==> config.mk <==
export PLATFORM = sky130hd
export DESIGN_NAME = pllr_ref_switch
export DESIGN_NICKNAME = d
export VERILOG_FILES = /design/src/logic/pllr_pkg.sv /design/src/logic/pllr_rdiv.sv /design/src/logic/pllr_ndiv.sv /design/src/logic/pllr_ref_switch.sv
export SDC_FILE = /design/constraint.sdc
export NUM_CORES = 1
export LEC_CHECK = 0
export ABC_AREA = 1
export BUFFER_PORTS_ARGS = -buffer_cell sky130_fd_sc_hd__buf_2
export CORE_MARGIN = 3
export CORE_UTILIZATION = 39
export DETAILED_ROUTE_END_ITERATION = 10
export PLACE_DENSITY = 0.7
export SKIP_CTS_REPAIR_TIMING = 1
export SLEW_MARGIN = 20
export SYNTH_ARGS = -nofsm -noshare
export SYNTH_HDL_FRONTEND = slang
export SYNTH_HIERARCHICAL = 1
export SYNTH_SLANG_ARGS = --single-unit
==> constraint.sdc <==
create_clock -name i_clk -period 4.5 [get_ports i_clk]
set_input_delay 0.225 -clock i_clk [delete_from_list [all_inputs] [get_ports i_clk]]
set_output_delay 0.225 -clock i_clk [all_outputs]
set_load 0.03 [all_outputs]
==> src/logic/pllr_pkg.sv <==
// constants, encodings and shared helpers for the pll reference switch and dividers
package pllr_pkg;

  // ********************************
  // widths
  // ********************************
  localparam int PLLR_RDIV_W = 14;
  localparam int PLLR_A_W = 6;
  localparam int PLLR_B_W = 13;
  localparam int PLLR_PS_W = 6;
  localparam int PLLR_DLY_W = 3;
  localparam int PLLR_DLY_TAPS = 8;

  // ********************************
  // prescaler mode field codes
  // ********************************
  localparam logic [2:0] PLLR_PS_FD1 = 3'h0;
  localparam logic [2:0] PLLR_PS_FD2 = 3'h1;
  localparam logic [2:0] PLLR_PS_DM2 = 3'h2;
  localparam logic [2:0] PLLR_PS_DM4 = 3'h3;
  localparam logic [2:0] PLLR_PS_DM8 = 3'h4;
  localparam logic [2:0] PLLR_PS_DM16 = 3'h5;
  localparam logic [2:0] PLLR_PS_DM32 = 3'h6;
  localparam logic [2:0] PLLR_PS_FD3 = 3'h7;

  // ********************************
  // counts and reset values
  // ********************************
  localparam logic [1:0] PLLR_MISS_FALLS = 2'h2;
  localparam logic [2:0] PLLR_RET_RISES = 3'h4;
  localparam logic [1:0] PLLR_RET_FALLS = 2'h2;
  localparam logic [1:0] PLLR_SYNC_RST_OFF = 2'h0;
  localparam logic [PLLR_RDIV_W-1:0] PLLR_RDIV_ONE = 14'h0001;
  localparam logic [PLLR_B_W-1:0] PLLR_B_ONE = 13'h0001;
  localparam logic [PLLR_PS_W-1:0] PLLR_PS_ONE = 6'h01;

  // ********************************
  // state encodings
  // ********************************
  typedef enum logic [3:0] {
    PLLR_ON_PRI = 4'h1,
    PLLR_TO_SEC = 4'h2,
    PLLR_ON_SEC = 4'h4,
    PLLR_TO_PRI = 4'h8
  } pllr_sw_e;

  // rising edge of a sampled level
  function automatic logic pllr_rise(input logic cur, input logic prev);
    return cur & ~prev;
  endfunction

  // falling edge of a sampled level
  function automatic logic pllr_fall(input logic cur, input logic prev);
    return ~cur & prev;
  endfunction

endpackage

==> src/logic/pllr_rdiv.sv <==
// reference divider: 14-bit programmable count of selected reference rising edges
`timescale 1ns/100ps
module pllr_rdiv import pllr_pkg::*; (
  // clock and reset
  input wire logic i_clk,
  input wire logic i_rst_n,
  // control
  input wire logic i_tick,
  input wire logic i_clr,
  input wire logic [PLLR_RDIV_W-1:0] i_div,
  // output
  output logic o_pulse
);

  logic [PLLR_RDIV_W-1:0] cnt_q, cnt_d;
  logic pulse_q, pulse_d;
  logic [PLLR_RDIV_W-1:0] last;

  always_comb begin
    // values 0 and 1 both end the count after one edge
    last = (i_div <= PLLR_RDIV_ONE) ? '0 : i_div - PLLR_RDIV_ONE;
    cnt_d = cnt_q;
    pulse_d = 1'b0;
    if (i_clr) begin
      cnt_d = '0;
    end else if (i_tick) begin
      if (cnt_q >= last) begin
        cnt_d = '0;
        pulse_d = 1'b1;
      end else begin
        cnt_d = cnt_q + PLLR_RDIV_ONE;
      end
    end
  end

  always_ff @(posedge i_clk) begin
    if (!i_rst_n) begin
      cnt_q <= '0;
      pulse_q <= 1'b0;
    end else begin
      cnt_q <= cnt_d;
      pulse_q <= pulse_d;
    end
  end

  assign o_pulse = pulse_q;

endmodule

==> src/logic/pllr_ndiv.sv <==
// feedback divider: prescaler with fixed or dual-modulus modes plus swallow and main counters
`timescale 1ns/100ps
module pllr_ndiv import pllr_pkg::*; (
  // clock and reset
  input wire logic i_clk,
  input wire logic i_rst_n,
  // control
  input wire logic i_tick,
  input wire logic i_clr,
  input wire logic [2:0] i_ps_mode,
  input wire logic [PLLR_A_W-1:0] i_a,
  input wire logic [PLLR_B_W-1:0] i_b,
  input wire logic i_b_bypass,
  // output
  output logic o_pulse
);

  logic [PLLR_PS_W-1:0] ps_q, ps_d;
  logic [PLLR_A_W-1:0] a_q, a_d;
  logic [PLLR_B_W-1:0] b_q, b_d;
  logic pulse_q, pulse_d;
  logic [PLLR_PS_W-1:0] base;
  logic [PLLR_PS_W-1:0] modulus;
  logic dm;
  logic [PLLR_B_W-1:0] b_last;

  always_comb begin
    dm = 1'b1;
    case (i_ps_mode)
      PLLR_PS_FD1: begin base = 6'h01; dm = 1'b0; end
      PLLR_PS_FD2: begin base = 6'h02; dm = 1'b0; end
      PLLR_PS_FD3: begin base = 6'h03; dm = 1'b0; end
      PLLR_PS_DM2: base = 6'h02;
      PLLR_PS_DM4: base = 6'h04;
      PLLR_PS_DM8: base = 6'h08;
      PLLR_PS_DM16: base = 6'h10;
      default: base = 6'h20;
    endcase
    // P+1 while swallowing, a zero swallow value adds nothing, fixed mode ignores it
    modulus = (dm && (a_q < i_a)) ? base + PLLR_PS_ONE : base;
    // bypass makes the main counter divide by one
    b_last = (i_b_bypass || i_b == '0) ? '0 : i_b - PLLR_B_ONE;
    ps_d = ps_q;
    a_d = a_q;
    b_d = b_q;
    pulse_d = 1'b0;
    if (i_clr) begin
      ps_d = '0;
      a_d = '0;
      b_d = '0;
    end else if (i_tick) begin
      if (ps_q >= modulus - PLLR_PS_ONE) begin
        ps_d = '0;
        if (a_q < i_a) begin
          a_d = a_q + 6'h01;
        end
        if (b_q >= b_last) begin
          b_d = '0;
          a_d = '0;
          pulse_d = 1'b1;
        end else begin
          b_d = b_q + PLLR_B_ONE;
        end
      end else begin
        ps_d = ps_q + PLLR_PS_ONE;
      end
    end
  end

  always_ff @(posedge i_clk) begin
    if (!i_rst_n) begin
      ps_q <= '0;
      a_q <= '0;
      b_q <= '0;
      pulse_q <= 1'b0;
    end else begin
      ps_q <= ps_d;
      a_q <= a_d;
      b_q <= b_d;
      pulse_q <= pulse_d;
    end
  end

  assign o_pulse = pulse_q;

endmodule

==> src/logic/pllr_ref_switch.sv <==
// reference input gating, switchover, monitor, counter resets and delay cells
`timescale 1ns/100ps
// Operation
// reference buffers off until a type is enabled
// differential buffer off on powerdown or unselected
// single-ended buffer off on powerdown or own bit
// differential mode forces single-ended buffers off
// switching only in dual single-ended mode
// prefer-primary mode returns when primary comes back
// stay-on-secondary mode holds until manual reselect
// two secondary falls without primary edge: missing
// route secondary at next secondary rising edge
// revert clear: four primary rises switch back
// revert set: software reselects primary manually
// manual switch waits for target edge unless disabled
// reference divider 14 bits, 0 and 1 divide one
// reference divider reset three ways
// feedback ratio is P times B plus A
// fixed 1/2/3 or dual modulus P/P+1 modes
// fixed mode ignores the swallow counter
// main counter bypass only in fixed mode; here i_b_bypass also acts in the dual modulus modes
// swallow zero is zero, main at least three
// feedback counters reset three ways
// resync pin resets all counters when enabled
// each divider path has a three-bit delay
// selection changes glitch-free on reference edges
module pllr_ref_switch import pllr_pkg::*; (
  // clock and reset
  input wire logic i_clk,
  input wire logic i_rst_n,
  // reference inputs, sampled as synchronous levels
  input wire logic i_primary_reference,
  input wire logic i_secondary_reference,
  input wire logic i_reference_input_pin,
  input wire logic i_vco,
  // input type and power control
  input wire logic i_pll_pd,
  input wire logic i_diff_en,
  input wire logic i_se_en,
  input wire logic i_primary_pd,
  input wire logic i_secondary_pd,
  // switchover control
  input wire logic i_auto_en,
  input wire logic i_stay_secondary,
  input wire logic i_revert_manual,
  input wire logic i_sel_use_pin,
  input wire logic i_sel_reg,
  input wire logic i_sel_pin,
  input wire logic i_deglitch_dis,
  // divider control
  input wire logic [PLLR_RDIV_W-1:0] i_rdiv,
  input wire logic [2:0] i_ps_mode,
  input wire logic [PLLR_A_W-1:0] i_a,
  input wire logic [PLLR_B_W-1:0] i_b,
  input wire logic i_b_bypass,
  input wire logic i_rdiv_rst,
  input wire logic i_ab_rst,
  input wire logic i_rab_rst,
  input wire logic [1:0] i_resync_mode,
  input wire logic i_resync_n,
  // delay cells
  input wire logic i_rdly_en,
  input wire logic [PLLR_DLY_W-1:0] i_rdly,
  input wire logic i_ndly_en,
  input wire logic [PLLR_DLY_W-1:0] i_ndly,
  // buffer enables
  output logic o_diff_buf_en,
  output logic o_primary_buf_en,
  output logic o_secondary_buf_en,
  // status
  output logic o_on_secondary,
  output logic o_primary_missing,
  // phase detector inputs
  output logic o_pfd_ref,
  output logic o_pfd_fb
);

  // ********************************
  // delay tap select
  // ********************************
  function automatic logic pllr_tap(input logic [PLLR_DLY_TAPS-1:0] line, input logic en,
                                    input logic [PLLR_DLY_W-1:0] sel);
    return en ? line[sel] : line[0];
  endfunction

  // ********************************
  // edge detection
  // ********************************
  logic pri_q, sec_q, dif_q, vco_q;
  logic pri_rise, pri_fall, sec_rise, sec_fall, dif_rise, vco_rise, pri_edge;

  always_comb begin
    pri_rise = pllr_rise(i_primary_reference, pri_q);
    pri_fall = pllr_fall(i_primary_reference, pri_q);
    sec_rise = pllr_rise(i_secondary_reference, sec_q);
    sec_fall = pllr_fall(i_secondary_reference, sec_q);
    dif_rise = pllr_rise(i_reference_input_pin, dif_q);
    vco_rise = pllr_rise(i_vco, vco_q);
    pri_edge = pri_rise | pri_fall;
  end

  always_ff @(posedge i_clk) begin
    if (!i_rst_n) begin
      pri_q <= 1'b0;
      sec_q <= 1'b0;
      dif_q <= 1'b0;
      vco_q <= 1'b0;
    end else begin
      pri_q <= i_primary_reference;
      sec_q <= i_secondary_reference;
      dif_q <= i_reference_input_pin;
      vco_q <= i_vco;
    end
  end

  // ********************************
  // buffer power gating
  // ********************************
  logic diff_buf_q, diff_buf_d, pri_buf_q, pri_buf_d, sec_buf_q, sec_buf_d;
  logic diff_mode, se_mode;

  always_comb begin
    // differential takes priority when both types are enabled
    diff_mode = i_diff_en;
    se_mode = i_se_en & ~i_diff_en;
    diff_buf_d = diff_mode & ~i_pll_pd;
    pri_buf_d = se_mode & ~i_pll_pd & ~i_primary_pd;
    sec_buf_d = se_mode & ~i_pll_pd & ~i_secondary_pd;
  end

  always_ff @(posedge i_clk) begin
    if (!i_rst_n) begin
      diff_buf_q <= 1'b0;
      pri_buf_q <= 1'b0;
      sec_buf_q <= 1'b0;
    end else begin
      diff_buf_q <= diff_buf_d;
      pri_buf_q <= pri_buf_d;
      sec_buf_q <= sec_buf_d;
    end
  end

  assign o_diff_buf_en = diff_buf_q;
  assign o_primary_buf_en = pri_buf_q;
  assign o_secondary_buf_en = sec_buf_q;

  // ********************************
  // primary monitor
  // ********************************
  logic auto_on;
  logic seen_q, seen_d, missing_q, missing_d;
  logic [1:0] miss_q, miss_d, rfall_q, rfall_d;
  logic [2:0] rrise_q, rrise_d;

  always_comb begin
    auto_on = i_auto_en & se_mode & ~i_pll_pd;
    seen_d = seen_q | pri_edge;
    miss_d = miss_q;
    missing_d = missing_q;
    rrise_d = rrise_q;
    rfall_d = rfall_q;
    if (!auto_on) begin
      seen_d = 1'b0;
      miss_d = '0;
      missing_d = 1'b0;
      rrise_d = '0;
      rfall_d = '0;
    end else if (!missing_q) begin
      // the secondary clocks the watch on the primary
      if (sec_fall) begin
        seen_d = 1'b0;
        if (seen_q | pri_edge) begin
          // this fall already opens the next window, so a quiet gap to the next fall is enough
          miss_d = 2'h1;
        end else if (miss_q + 2'h1 == PLLR_MISS_FALLS) begin
          miss_d = '0;
          missing_d = 1'b1;
        end else begin
          miss_d = miss_q + 2'h1;
        end
      end
    end else begin
      // return needs four primary rises with fewer than two secondary falls between
      if (pri_rise) begin
        rfall_d = '0;
        if (rrise_q + 3'h1 == PLLR_RET_RISES) begin
          rrise_d = '0;
          missing_d = 1'b0;
          seen_d = 1'b0;
        end else begin
          rrise_d = rrise_q + 3'h1;
        end
      end else if (sec_fall) begin
        if (rfall_q + 2'h1 == PLLR_RET_FALLS) begin
          rfall_d = '0;
          rrise_d = '0;
        end else begin
          rfall_d = rfall_q + 2'h1;
        end
      end
    end
  end

  always_ff @(posedge i_clk) begin
    if (!i_rst_n) begin
      seen_q <= 1'b0;
      miss_q <= '0;
      missing_q <= 1'b0;
      rrise_q <= '0;
      rfall_q <= '0;
    end else begin
      seen_q <= seen_d;
      miss_q <= miss_d;
      missing_q <= missing_d;
      rrise_q <= rrise_d;
      rfall_q <= rfall_d;
    end
  end

  assign o_primary_missing = missing_q;

  // ********************************
  // switchover state machine
  // ********************************
  pllr_sw_e sw_q, sw_d;
  logic cur_sec, want_sec, direct;

  always_comb begin
    cur_sec = (sw_q == PLLR_ON_SEC) || (sw_q == PLLR_TO_PRI);
    if (auto_on) begin
      if (missing_q) begin
        want_sec = 1'b1;
      end else if (i_stay_secondary || i_revert_manual) begin
        want_sec = cur_sec;
      end else begin
        want_sec = 1'b0;
      end
    end else begin
      want_sec = i_sel_use_pin ? i_sel_pin : i_sel_reg;
    end
    // only a manual switch with deglitch disabled skips waiting for the target edge
    direct = ~auto_on & i_deglitch_dis;
    sw_d = sw_q;
    if (!se_mode) begin
      sw_d = PLLR_ON_PRI;
    end else begin
      case (sw_q)
        PLLR_ON_PRI: begin
          if (want_sec) begin
            sw_d = direct ? PLLR_ON_SEC : PLLR_TO_SEC;
          end
        end
        PLLR_TO_SEC: begin
          if (!want_sec) begin
            sw_d = PLLR_ON_PRI;
          end else if (sec_rise || direct) begin
            sw_d = PLLR_ON_SEC;
          end
        end
        PLLR_ON_SEC: begin
          if (!want_sec) begin
            sw_d = direct ? PLLR_ON_PRI : PLLR_TO_PRI;
          end
        end
        PLLR_TO_PRI: begin
          if (want_sec) begin
            sw_d = PLLR_ON_SEC;
          end else if (pri_rise || direct) begin
            sw_d = PLLR_ON_PRI;
          end
        end
        default: sw_d = PLLR_ON_PRI;
      endcase
    end
  end

  always_ff @(posedge i_clk) begin
    if (!i_rst_n) begin
      sw_q <= PLLR_ON_PRI;
    end else begin
      sw_q <= sw_d;
    end
  end

  assign o_on_secondary = cur_sec;

  // ********************************
  // reference mux and counter resets
  // ********************************
  logic ref_tick, resync, r_clr, ab_clr;

  always_comb begin
    // unless deglitch is disabled for a manual switch, the mux only moves on a target rising edge, so no runt edge reaches the divider
    if (diff_mode) begin
      ref_tick = dif_rise & diff_buf_q;
    end else if (cur_sec) begin
      ref_tick = sec_rise & sec_buf_q;
    end else begin
      ref_tick = pri_rise & pri_buf_q;
    end
    resync = (i_resync_mode != PLLR_SYNC_RST_OFF) & ~i_resync_n;
    r_clr = i_rdiv_rst | i_rab_rst | resync;
    ab_clr = i_ab_rst | i_rab_rst | resync;
  end

  // ********************************
  // dividers
  // ********************************
  logic r_pulse, n_pulse;

  pllr_rdiv u_rdiv (
    .i_clk(i_clk),
    .i_rst_n(i_rst_n),
    .i_tick(ref_tick),
    .i_clr(r_clr),
    .i_div(i_rdiv),
    .o_pulse(r_pulse)
  );

  pllr_ndiv u_ndiv (
    .i_clk(i_clk),
    .i_rst_n(i_rst_n),
    .i_tick(vco_rise),
    .i_clr(ab_clr),
    .i_ps_mode(i_ps_mode),
    .i_a(i_a),
    .i_b(i_b),
    .i_b_bypass(i_b_bypass),
    .o_pulse(n_pulse)
  );

  // ********************************
  // delay cells
  // ********************************
  logic [PLLR_DLY_TAPS-1:0] rline_q, rline_d, nline_q, nline_d;
  logic pfd_r_q, pfd_r_d, pfd_n_q, pfd_n_d;

  always_comb begin
    rline_d = {rline_q[PLLR_DLY_TAPS-2:0], r_pulse};
    nline_d = {nline_q[PLLR_DLY_TAPS-2:0], n_pulse};
    pfd_r_d = pllr_tap(rline_d, i_rdly_en, i_rdly);
    pfd_n_d = pllr_tap(nline_d, i_ndly_en, i_ndly);
  end

  always_ff @(posedge i_clk) begin
    if (!i_rst_n) begin
      rline_q <= '0;
      nline_q <= '0;
      pfd_r_q <= 1'b0;
      pfd_n_q <= 1'b0;
    end else begin
      rline_q <= rline_d;
      nline_q <= nline_d;
      pfd_r_q <= pfd_r_d;
      pfd_n_q <= pfd_n_d;
    end
  end

  assign o_pfd_ref = pfd_r_q;
  assign o_pfd_fb = pfd_n_q;

endmodule

==> results of run 1 <==
==> cells in the final DEF (no fill, tap or decap), types with 3 or more instances in the layout <==
cell type	n
nor3_2	4
dfxtp_1	77
nand2_2	16
o21bai_1	7
nand2_1	181
clkbuf_16	9
a21oi_1	39
nor2_4	3
a21oi_2	4
nor3_1	11
bufinv_16	3
ha_1	50
nand2_4	10
nand4_1	27
inv_2	14
o211ai_1	3
xnor2_1	6
nand3b_1	3
o21ai_0	27
inv_1	136
o21ai_1	4
nand3_2	11
buf_2	75
or2_2	8
nand3_1	43
xor2_1	17
nor2_2	24
nor2_1	108
==> cell type report <==
class	count	area (um2)
Inverter	150	563
Tap cell	184	230
Clock inverter	5	108
Fill cell	1476	7890
Clock buffer	11	233
Sequential cell	77	1540
Multi-Input combinational cell	627	3640
Timing Repair Buffer	76	383
==> sequential cells by signal, indices dropped and copies added (netlist names), 2 cells and up <==
register,flops
rfall_q,2
sw_q,4
u_ndiv/b_q,13
rline_q,7
u_ndiv/a_q,6
u_ndiv/ps_q,6
u_rdiv/cnt_q,14
miss_q,2
nline_q,7
rrise_q,3
==> worst max-delay path: cells and delay by family (launching register included) <==
kind | cells | cell delay (ns)
compound gates | 4 | 0.54
fa+ha+maj | 3 | 0.71
buf+inv | 3 | 0.37
flops | 1 | 0.37
simple gates | 11 | 1.13
==> power groups by stage <==
stage	Sequential [mW]	Combinational, mW	Clock (mW)
2_1_floorplan	0.707	0.164	0
3_3_place_gp	0.705	0.233	0
3_5_place_dp	0.705	0.235	0
4_1_cts	0.690	0.237	0.853
5_1_grt	0.690	0.270	0.882
6_report	0.690	0.235	0.828
==> cells by family (layout without fill, tap and decap cells) <==
family | count (synthesis) | in the layout | synth area share
buffers and inverters | 160 | 242 | 0.111
XOR/XNOR | 23 | 23 | 0.0345
AND/OR/NAND/NOR | 456 | 456 | 0.381
AO/OA/AOI/OAI | 97 | 97 | 0.100
multiplexers | 1 | 1 | 0.00172
flip-flops | 77 | 77 | 0.264
adder cells (fa/ha/maj) | 50 | 50 | 0.107
==> worst paths after layout <==
check                 start                 end  slack (ns)  cells after the start
max           u_ndiv/a_q[5]       u_ndiv/b_q[3]        1.26                     21
min          i_secondary_pd  o_secondary_buf_en        0.05                      2
min reg2reg      nline_q[1]          nline_q[2]        0.42                      2
max reg2reg   u_ndiv/a_q[5]       u_ndiv/b_q[3]        1.26                     21
==> synthesized netlist by cell type (16+ instances only) <==
cell type  count  area (um2)
nand2_1      181         679
inv_1        136         510
nor2_1       108         405
dfxtp_1       77        1540
ha_1          50         626
nand3_1       43         215
a21oi_1       39         195
nand4_1       27         169
o21ai_0       27         135
nor2_2        24         150
xor2_1        17         149
nand2_2       16         100
==> metal layers <==
metal	vias to the layer above	track usage
met3	12	0.0308
met5	-	0
met4	0	0.0350
met2	73	0.280
met1	2380	0.172
li1	2917	-
==> stage by stage <==
stage	setup slack, ns	instances	hold WS [ns]	instance area, um2	total power, mW
finish	1.26	1130	0.0475	6700	1.75
global route	0.861	1130	0.0482	6700	1.84
CTS	1.25	1130	0.0335	6700	1.78
detailed placement	1.28	1114	0.392	6360	0.940
global placement	1.31	1114	0.389	6360	0.938
floorplan	1.65	864	0.302	5830	0.871
==> results.ini, run 1 <==
[status]
status = finished, final reports clean

[cells_and_area]
area_growth_pct = 14.9
antenna_cells = 0
drive_above_1_share = 0.203
layout.nets = 1060
postLayoutCoreUtil = 0.459

[pwr]
power_switching_mw = 0.432
power_leakage_nw = 3.27
p_int_mw = 1.32
pwr_density_cell_nw_per_um2 = 262
comb_power_share = 0.134
clkPwrFrac = 0.472
seqPwrFrac = 0.394
ir_worst_vdd_v = 0.000218
swShare = 0.246

[yosys]
avgSynthCellArea_um2 = 6.75
synth_nets = 983
ys.flop_type = dfxtp_1
synth_edf_count = 0
yosysWarnings = 6
yosysSeqAreaShare = 0.264
ys_ff_latch = 77
synthArstFlopShare = 0
synth_area_um2 = 5830
synthCells = 864
netlist-cell-type-count = 45

[sta]
max_freq_mhz = 309
final_max_slew_viol_count = 0
setup_tns_ns = 0
finalSetupViolCount = 0
min_period_ns = 3.24
finClkSkew_ns = 0.00822
worstMarginPinSlew_ns = 0.784
rsz0062_at_grt = false
hold_violations = 0
slew-limit-headroom = 0.475
fin_crit_sh = 0.720

[die]
initial_utilization = 0.400
dieArea_um2 = 16500
dieHeight_um = 128
boundaryPins = 76
die_w_um = 128
core_um2 = 14600
row_count = 44

[route]
via_count = 5382
drt-met1-wl_mm = 5.30
drc = 0
wl_met3_um = 397
route.met2.wl_mm = 5.97
first_iter_violations = 244
viasPerCell = 4.76
top_layer = met4
totalWireLength_mm = 11.8
first_pass_iters = 5
wl_per_cell_um = 10.4
ant_nets = 0

[setup_path]
startpoint_type = flop
required_ns = 4.72
path_cells = ha_1, a21o_1, nor2_2, nand3_2, o21ai_2, ha_1, inv_1, nor2_1, nand2_1, o21ai_1, inv_1, ha_1, nand2_1, a21oi_1, nor2_1, nand2_2, nand2_4, inv_2, nand2_4, nand2_2, nor2_1
crit_path_top_delay_cell = dfxtp_1
cp.arrival_ns = 3.46
worst_setup_path_end_kind = flop
critical_path_class = reg2reg
cp_max_fo = 12
slowest_delay_ns = 0.37

[global_route]
grt_antenna_before_repair = 0
grt_pass1_wl_mm = 20.8
grt_overflow_total = 0
grt_pass1_vias = 4932
grt_max_degree = 24
grtUsageTotal = 0.149

[clock_tree]
clkSlewWorstSetupHoldPaths_ns = 0.06
cts_tree = yes
clockBufferDepth = 2
insertion_delay_ns = 0.33
cts_buffers = 9
cts_root_buffer = clkbuf_16
cts_sinks = 77
htree_num_levels = 3

[placed_design]
gp_congestion = 0.853
dp_hpwl_mm = 9.51
io_buffers = 75

[hold_path]
hp-class = in2reg

[run]
max_cap_viol_count = 0

No activity file was read; power rests on OpenSTA's default activity.
==> run 2, diff against run 1 <==
Settings changed: PLACE_DENSITY 0.7 to 0.72.
Clock period 4.5 ns to 2.7 ns, I/O delays scaled along.
==> results.ini, run 2 (synthesis gave the netlist of run 1 again) <==
[status]
status = complete, but fails checks
failed_checks = hold timing, setup timing

[hold_path]
holdPathStages = 3
min_to = dif_q
hp-class = in2reg
min_from = i_reference_input_pin

[sta]
holdWs_ns = -0.00699
max_freq_mhz = 333
final_max_slew_viol_count = 0
setup_tns_ns = -5.38
rsz0062_at_grt = true
worstMarginPinSlew_ns = 0.462
slew-limit-headroom = 0.692
finalSetupViolCount = 26
hold_violations = 2
min_period_ns = 3.01
fin_crit_sh = 1.11
fin_ws_ns = -0.305
finClkSkew_ns = 0.00561

[pwr]
clkPwrFrac = 0.426
swShare = 0.266
pwr_density_cell_nw_per_um2 = 397
seqPwrFrac = 0.403
ir_worst_vdd_v = 0.000285
power_switching_mw = 0.757
p_int_mw = 2.09
comb_power_share = 0.171
power_leakage_nw = 3.44

[run]
max_cap_viol_count = 0

[clock_tree]
htree_num_levels = 3
insertion_delay_ns = 0.34
cts_buffers = 9
cts_tree = yes
cts_sinks = 77
cts_root_buffer = clkbuf_16
clkSlewWorstSetupHoldPaths_ns = 0.06
clockBufferDepth = 2

[cells_and_area]
mostFrequentLayoutCells = 175 x nand2_1, 135 x inv_1, 104 x nor2_1
fillers = 1418
antenna_cells = 0
stdcell_count = 1167
drive_above_1_share = 0.267
area_growth_pct = 23.2
final_cell_area_um2 = 7180
layout_commonest_cell = nand2_1
registers.top_by_ff_count = u_rdiv/cnt_q
largest_register_ffs = 14
reg_top3 = u_rdiv/cnt_q (14), u_ndiv/b_q (13)
layout.nets = 1098

[global_route]
grt_antenna_before_repair = 0
grt_overflow_total = 0
grt_pass1_vias = 5032
grtUsageTotal = 0.152
grt_pass1_wl_mm = 21.0
grt_max_degree = 24

[setup_path]
path_cells = ha_4, a21o_1, nor2_2, nand3_2, o21ai_2, ha_2, inv_2, nor2_4, nand2_1, o21ai_1, inv_1, ha_4, nand2_4, a21oi_2, nor2_2, nand2_2, nand2_4, nor2_4, buf_4, nand3_2, a21oi_2
r2r_slack_ns = -0.31
r2r-start = u_ndiv/a_q[5]
reg2reg_depth = 21
worst_setup_path_end_kind = flop
cp-startpoint = u_ndiv/a_q[5]
startpoint_type = flop
cp.arrival_ns = 3.27
required_ns = 2.97
timing.rr.end = u_ndiv/a_q[1]
critical_path_class = reg2reg
cp_max_fo = 5
slowest_delay_ns = 0.34
crit_path_top_delay_cell = dfxtp_2

[die]
die_w_um = 128
core_um2 = 14600
initial_utilization = 0.400
dieArea_um2 = 16500
boundaryPins = 76
dieHeight_um = 128
row_count = 44

[placed_design]
dp_hpwl_mm = 10.1
gp_congestion = 0.843
dpl_cell_area_um2 = 6650
io_buffers = 75
preCtsSetupSlack_ns = -0.285
dp.cells = 1142

[route]
first_pass_iters = 4
viasPerCell = 4.75
totalWireLength_mm = 12.8
ant_nets = 0
drc = 0
via_count = 5548
wl_per_cell_um = 10.9
first_iter_violations = 287

==> run 2: worst max path at each step <==
stage | to | slack, ns | cells past startpoint
after global placement | u_ndiv/b_q[6] | -0.17 | 21
after CTS | u_ndiv/b_q[7] | -0.38 | 22
after detailed placement | u_ndiv/b_q[3] | -0.28 | 22
after global routing | u_ndiv/b_q[7] | -0.56 | 22
after floorplan | u_ndiv/b_q[3] | -0.07 | 21
final | u_ndiv/a_q[1] | -0.31 | 21
==> run 2: metrics by stage <==
step | utilization | power [mW]
after CTS | 0.477 | 2.83
after detailed placement | 0.456 | 1.61
after global placement | 0.456 | 1.60
after floorplan | - | 1.46
after global routing | 0.492 | 2.98
final | 0.492 | 2.85
==> run 2: area by class of cell <==
cell class	instances	area, um2	share of cell area
Multi-Input combinational cell	627	3810	0.531
Sequential cell	77	1550	0.215
Timing Repair Buffer	114	716	0.0997
Inverter	150	578	0.0805
Clock buffer	10	239	0.0333
Tap cell	184	230	0.0321
Clock inverter	5	60.1	0.00836
==> run 2: critical path: cells and delay by family (launching register included) <==
family / cells / cell delay (ns)
adders and majority gates: 3 / 0.67
buffers and inverters: 3 / 0.26
and+or+nand+nor: 10 / 0.98
DFF: 1 / 0.34
AOI/OAI and AO/OA: 5 / 0.66
==> run 2: power groups by stage <==
stage               combinational (mW)  sequential (mW)  clock (mW)
floorplan                        0.279             1.18           0
global placement                 0.428             1.17           0
detailed placement               0.437             1.17           0
CTS                              0.440             1.15        1.24
global route                     0.548             1.15        1.28
finish                           0.486             1.15        1.21
==> run 2: per-layer routing <==
metal  track usage  routed length [um]  part of all wire
met1         0.187                5970              0.47
met2         0.268                6200              0.49
met3        0.0379                 493             0.039
met4        0.0343                  96            0.0075
met5             0                   0                 0
==> run 3, diff against run 2 <==
Settings changed: MAX_ROUTING_LAYER set to met4.
==> results.ini, run 3 (synthesis gave the netlist of run 1 again) <==
[status]
status = complete, but fails checks
failed_checks = hold timing, setup timing

[sta]
slew-limit-headroom = 0.693
finClkSkew_ns = 0.00544
final_max_slew_viol_count = 0
setup_tns_ns = -5.19
worstMarginPinSlew_ns = 0.460
rsz0062_at_grt = true
hold_violations = 2
min_period_ns = 3.00
max_freq_mhz = 333
holdWs_ns = -0.00563
fin_crit_sh = 1.11
fin_ws_ns = -0.302
finalSetupViolCount = 26

[cells_and_area]
registers.top_by_ff_count = u_rdiv/cnt_q
stdcell_count = 1167
fillers = 1418
reg_top3 = u_rdiv/cnt_q (14), u_ndiv/b_q (13)
largest_register_ffs = 14
seq_area_um2 = 1550
layout.nets = 1098
area_growth_pct = 23.2
drive_above_1_share = 0.267
mostFrequentLayoutCells = 175 x nand2_1, 135 x inv_1, 104 x nor2_1
layout_commonest_cell = nand2_1
antenna_cells = 0
multiInputGateArea_um2 = 3810

[route]
wl_per_cell_um = 10.9
drc = 0
via_count = 5554
ant_nets = 0
totalWireLength_mm = 12.7
viasPerCell = 4.76
first_pass_iters = 5
first_iter_violations = 313

[die]
core_um2 = 14600
initial_utilization = 0.400
dieHeight_um = 128
row_count = 44
boundaryPins = 76
die_w_um = 128
dieArea_um2 = 16500

[setup_path]
cp.arrival_ns = 3.26
cp_max_fo = 5
critical_path_class = reg2reg
timing.rr.end = u_ndiv/a_q[1]
startpoint_type = flop
r2r-start = u_ndiv/a_q[5]
reg2reg_depth = 21
r2r_slack_ns = -0.30
worst_setup_path_end_kind = flop
required_ns = 2.96

[pwr]
comb_power_share = 0.171
swShare = 0.265
total_power_mw = 2.85
power_switching_mw = 0.756
seqPwrFrac = 0.404
pwr_density_cell_nw_per_um2 = 397
clkPwrFrac = 0.426
p_int_mw = 2.09
ir_worst_vdd_v = 0.000283
power_leakage_nw = 3.44

[placed_design]
gp_congestion = 0.856
dp_hpwl_mm = 10.1
preCtsSetupSlack_ns = -0.285
io_buffers = 75
dp.cells = 1142

[hold_path]
holdPathStages = 3
min_from = i_reference_input_pin
hp-class = in2reg
min_to = dif_q

[clock_tree]
clockBufferDepth = 2
cts_buffers = 9
htree_num_levels = 3
cts_sinks = 77
cts_tree = yes
insertion_delay_ns = 0.33
cts_root_buffer = clkbuf_16
clkSlewWorstSetupHoldPaths_ns = 0.06

[global_route]
grt_max_degree = 24
grtUsageTotal = 0.156
grt_pass1_vias = 5036
grt_pass1_wl_mm = 21.0
grt_antenna_before_repair = 0
grt_overflow_total = 0

[run]
max_cap_viol_count = 0

## run 3: cell counts in the layout (fill, tap and decap cells not counted)
Identical to the previous run, type by type.
## run 3: area by class of cell
type / instances / share of cell area
timing repair buffer: 114 / 0.0997
clock buffer: 10 / 0.0333
clock inverter: 5 / 0.00836
inverter: 150 / 0.0805
multi-input combinational: 627 / 0.531
sequential: 77 / 0.215
tap: 184 / 0.0321
## run 3: how the worst max path moves through the flow
stage,depth (start not counted),from,to
floorplan,21,u_ndiv/a_q[5],u_ndiv/b_q[3]
global placement,21,u_ndiv/a_q[5],u_ndiv/b_q[6]
detailed placement,22,u_ndiv/a_q[5],u_ndiv/b_q[3]
CTS,22,u_ndiv/a_q[5],u_ndiv/b_q[7]
global route,22,u_ndiv/a_q[5],u_ndiv/b_q[7]
finish,21,u_ndiv/a_q[5],u_ndiv/a_q[1]
## run 3: routing by layer
| metal | part of all wire | up-vias | wire, um | GRT usage |
|---|---|---|---|---|
| li1 | - | 2991 | - | - |
| met1 | 0.47 | 2460 | 6000 | 0.187 |
| met2 | 0.48 | 89 | 6160 | 0.268 |
| met3 | 0.035 | 14 | 449 | 0.0288 |
| met4 | 0.011 | 0 | 135 | 0.0437 |
| met5 | 0 | - | 0 | - |
## run 3: power by group through the flow
stage / sequential (mW) / clock, mW / combinational [mW]
after global routing: 1.15 / 1.28 / 0.548
after CTS: 1.15 / 1.24 / 0.440
after floorplan: 1.18 / 0 / 0.279
after global placement: 1.17 / 0 / 0.428
after detailed placement: 1.17 / 0 / 0.437
final: 1.15 / 1.21 / 0.486
## run 3: per-stage QoR
| step | utilization | instance area [um2] |
|---|---|---|
| floorplan | - | 5900 |
| global placement | 0.456 | 6650 |
| detailed placement | 0.456 | 6650 |
| CTS | 0.477 | 6950 |
| global route | 0.492 | 7180 |
| finish | 0.492 | 7180 |
## run 3: worst max-delay path, cell delays in order, from the launching register on
cell and delay [ns]:
dfxtp_2 0.34, ha_4 0.19, a21o_1 0.18, nor2_2 0.13, nand3_2 0.14, o21ai_2 0.17, ha_2 0.21, inv_2 0.04
nor2_4 0.10, nand2_1 0.06, o21ai_1 0.08, inv_1 0.09, ha_4 0.27, nand2_4 0.05, a21oi_2 0.11, nor2_2 0.06
nand2_2 0.09, nand2_4 0.11, nor2_4 0.18, buf_4 0.13, nand3_2 0.07, a21oi_2 0.12
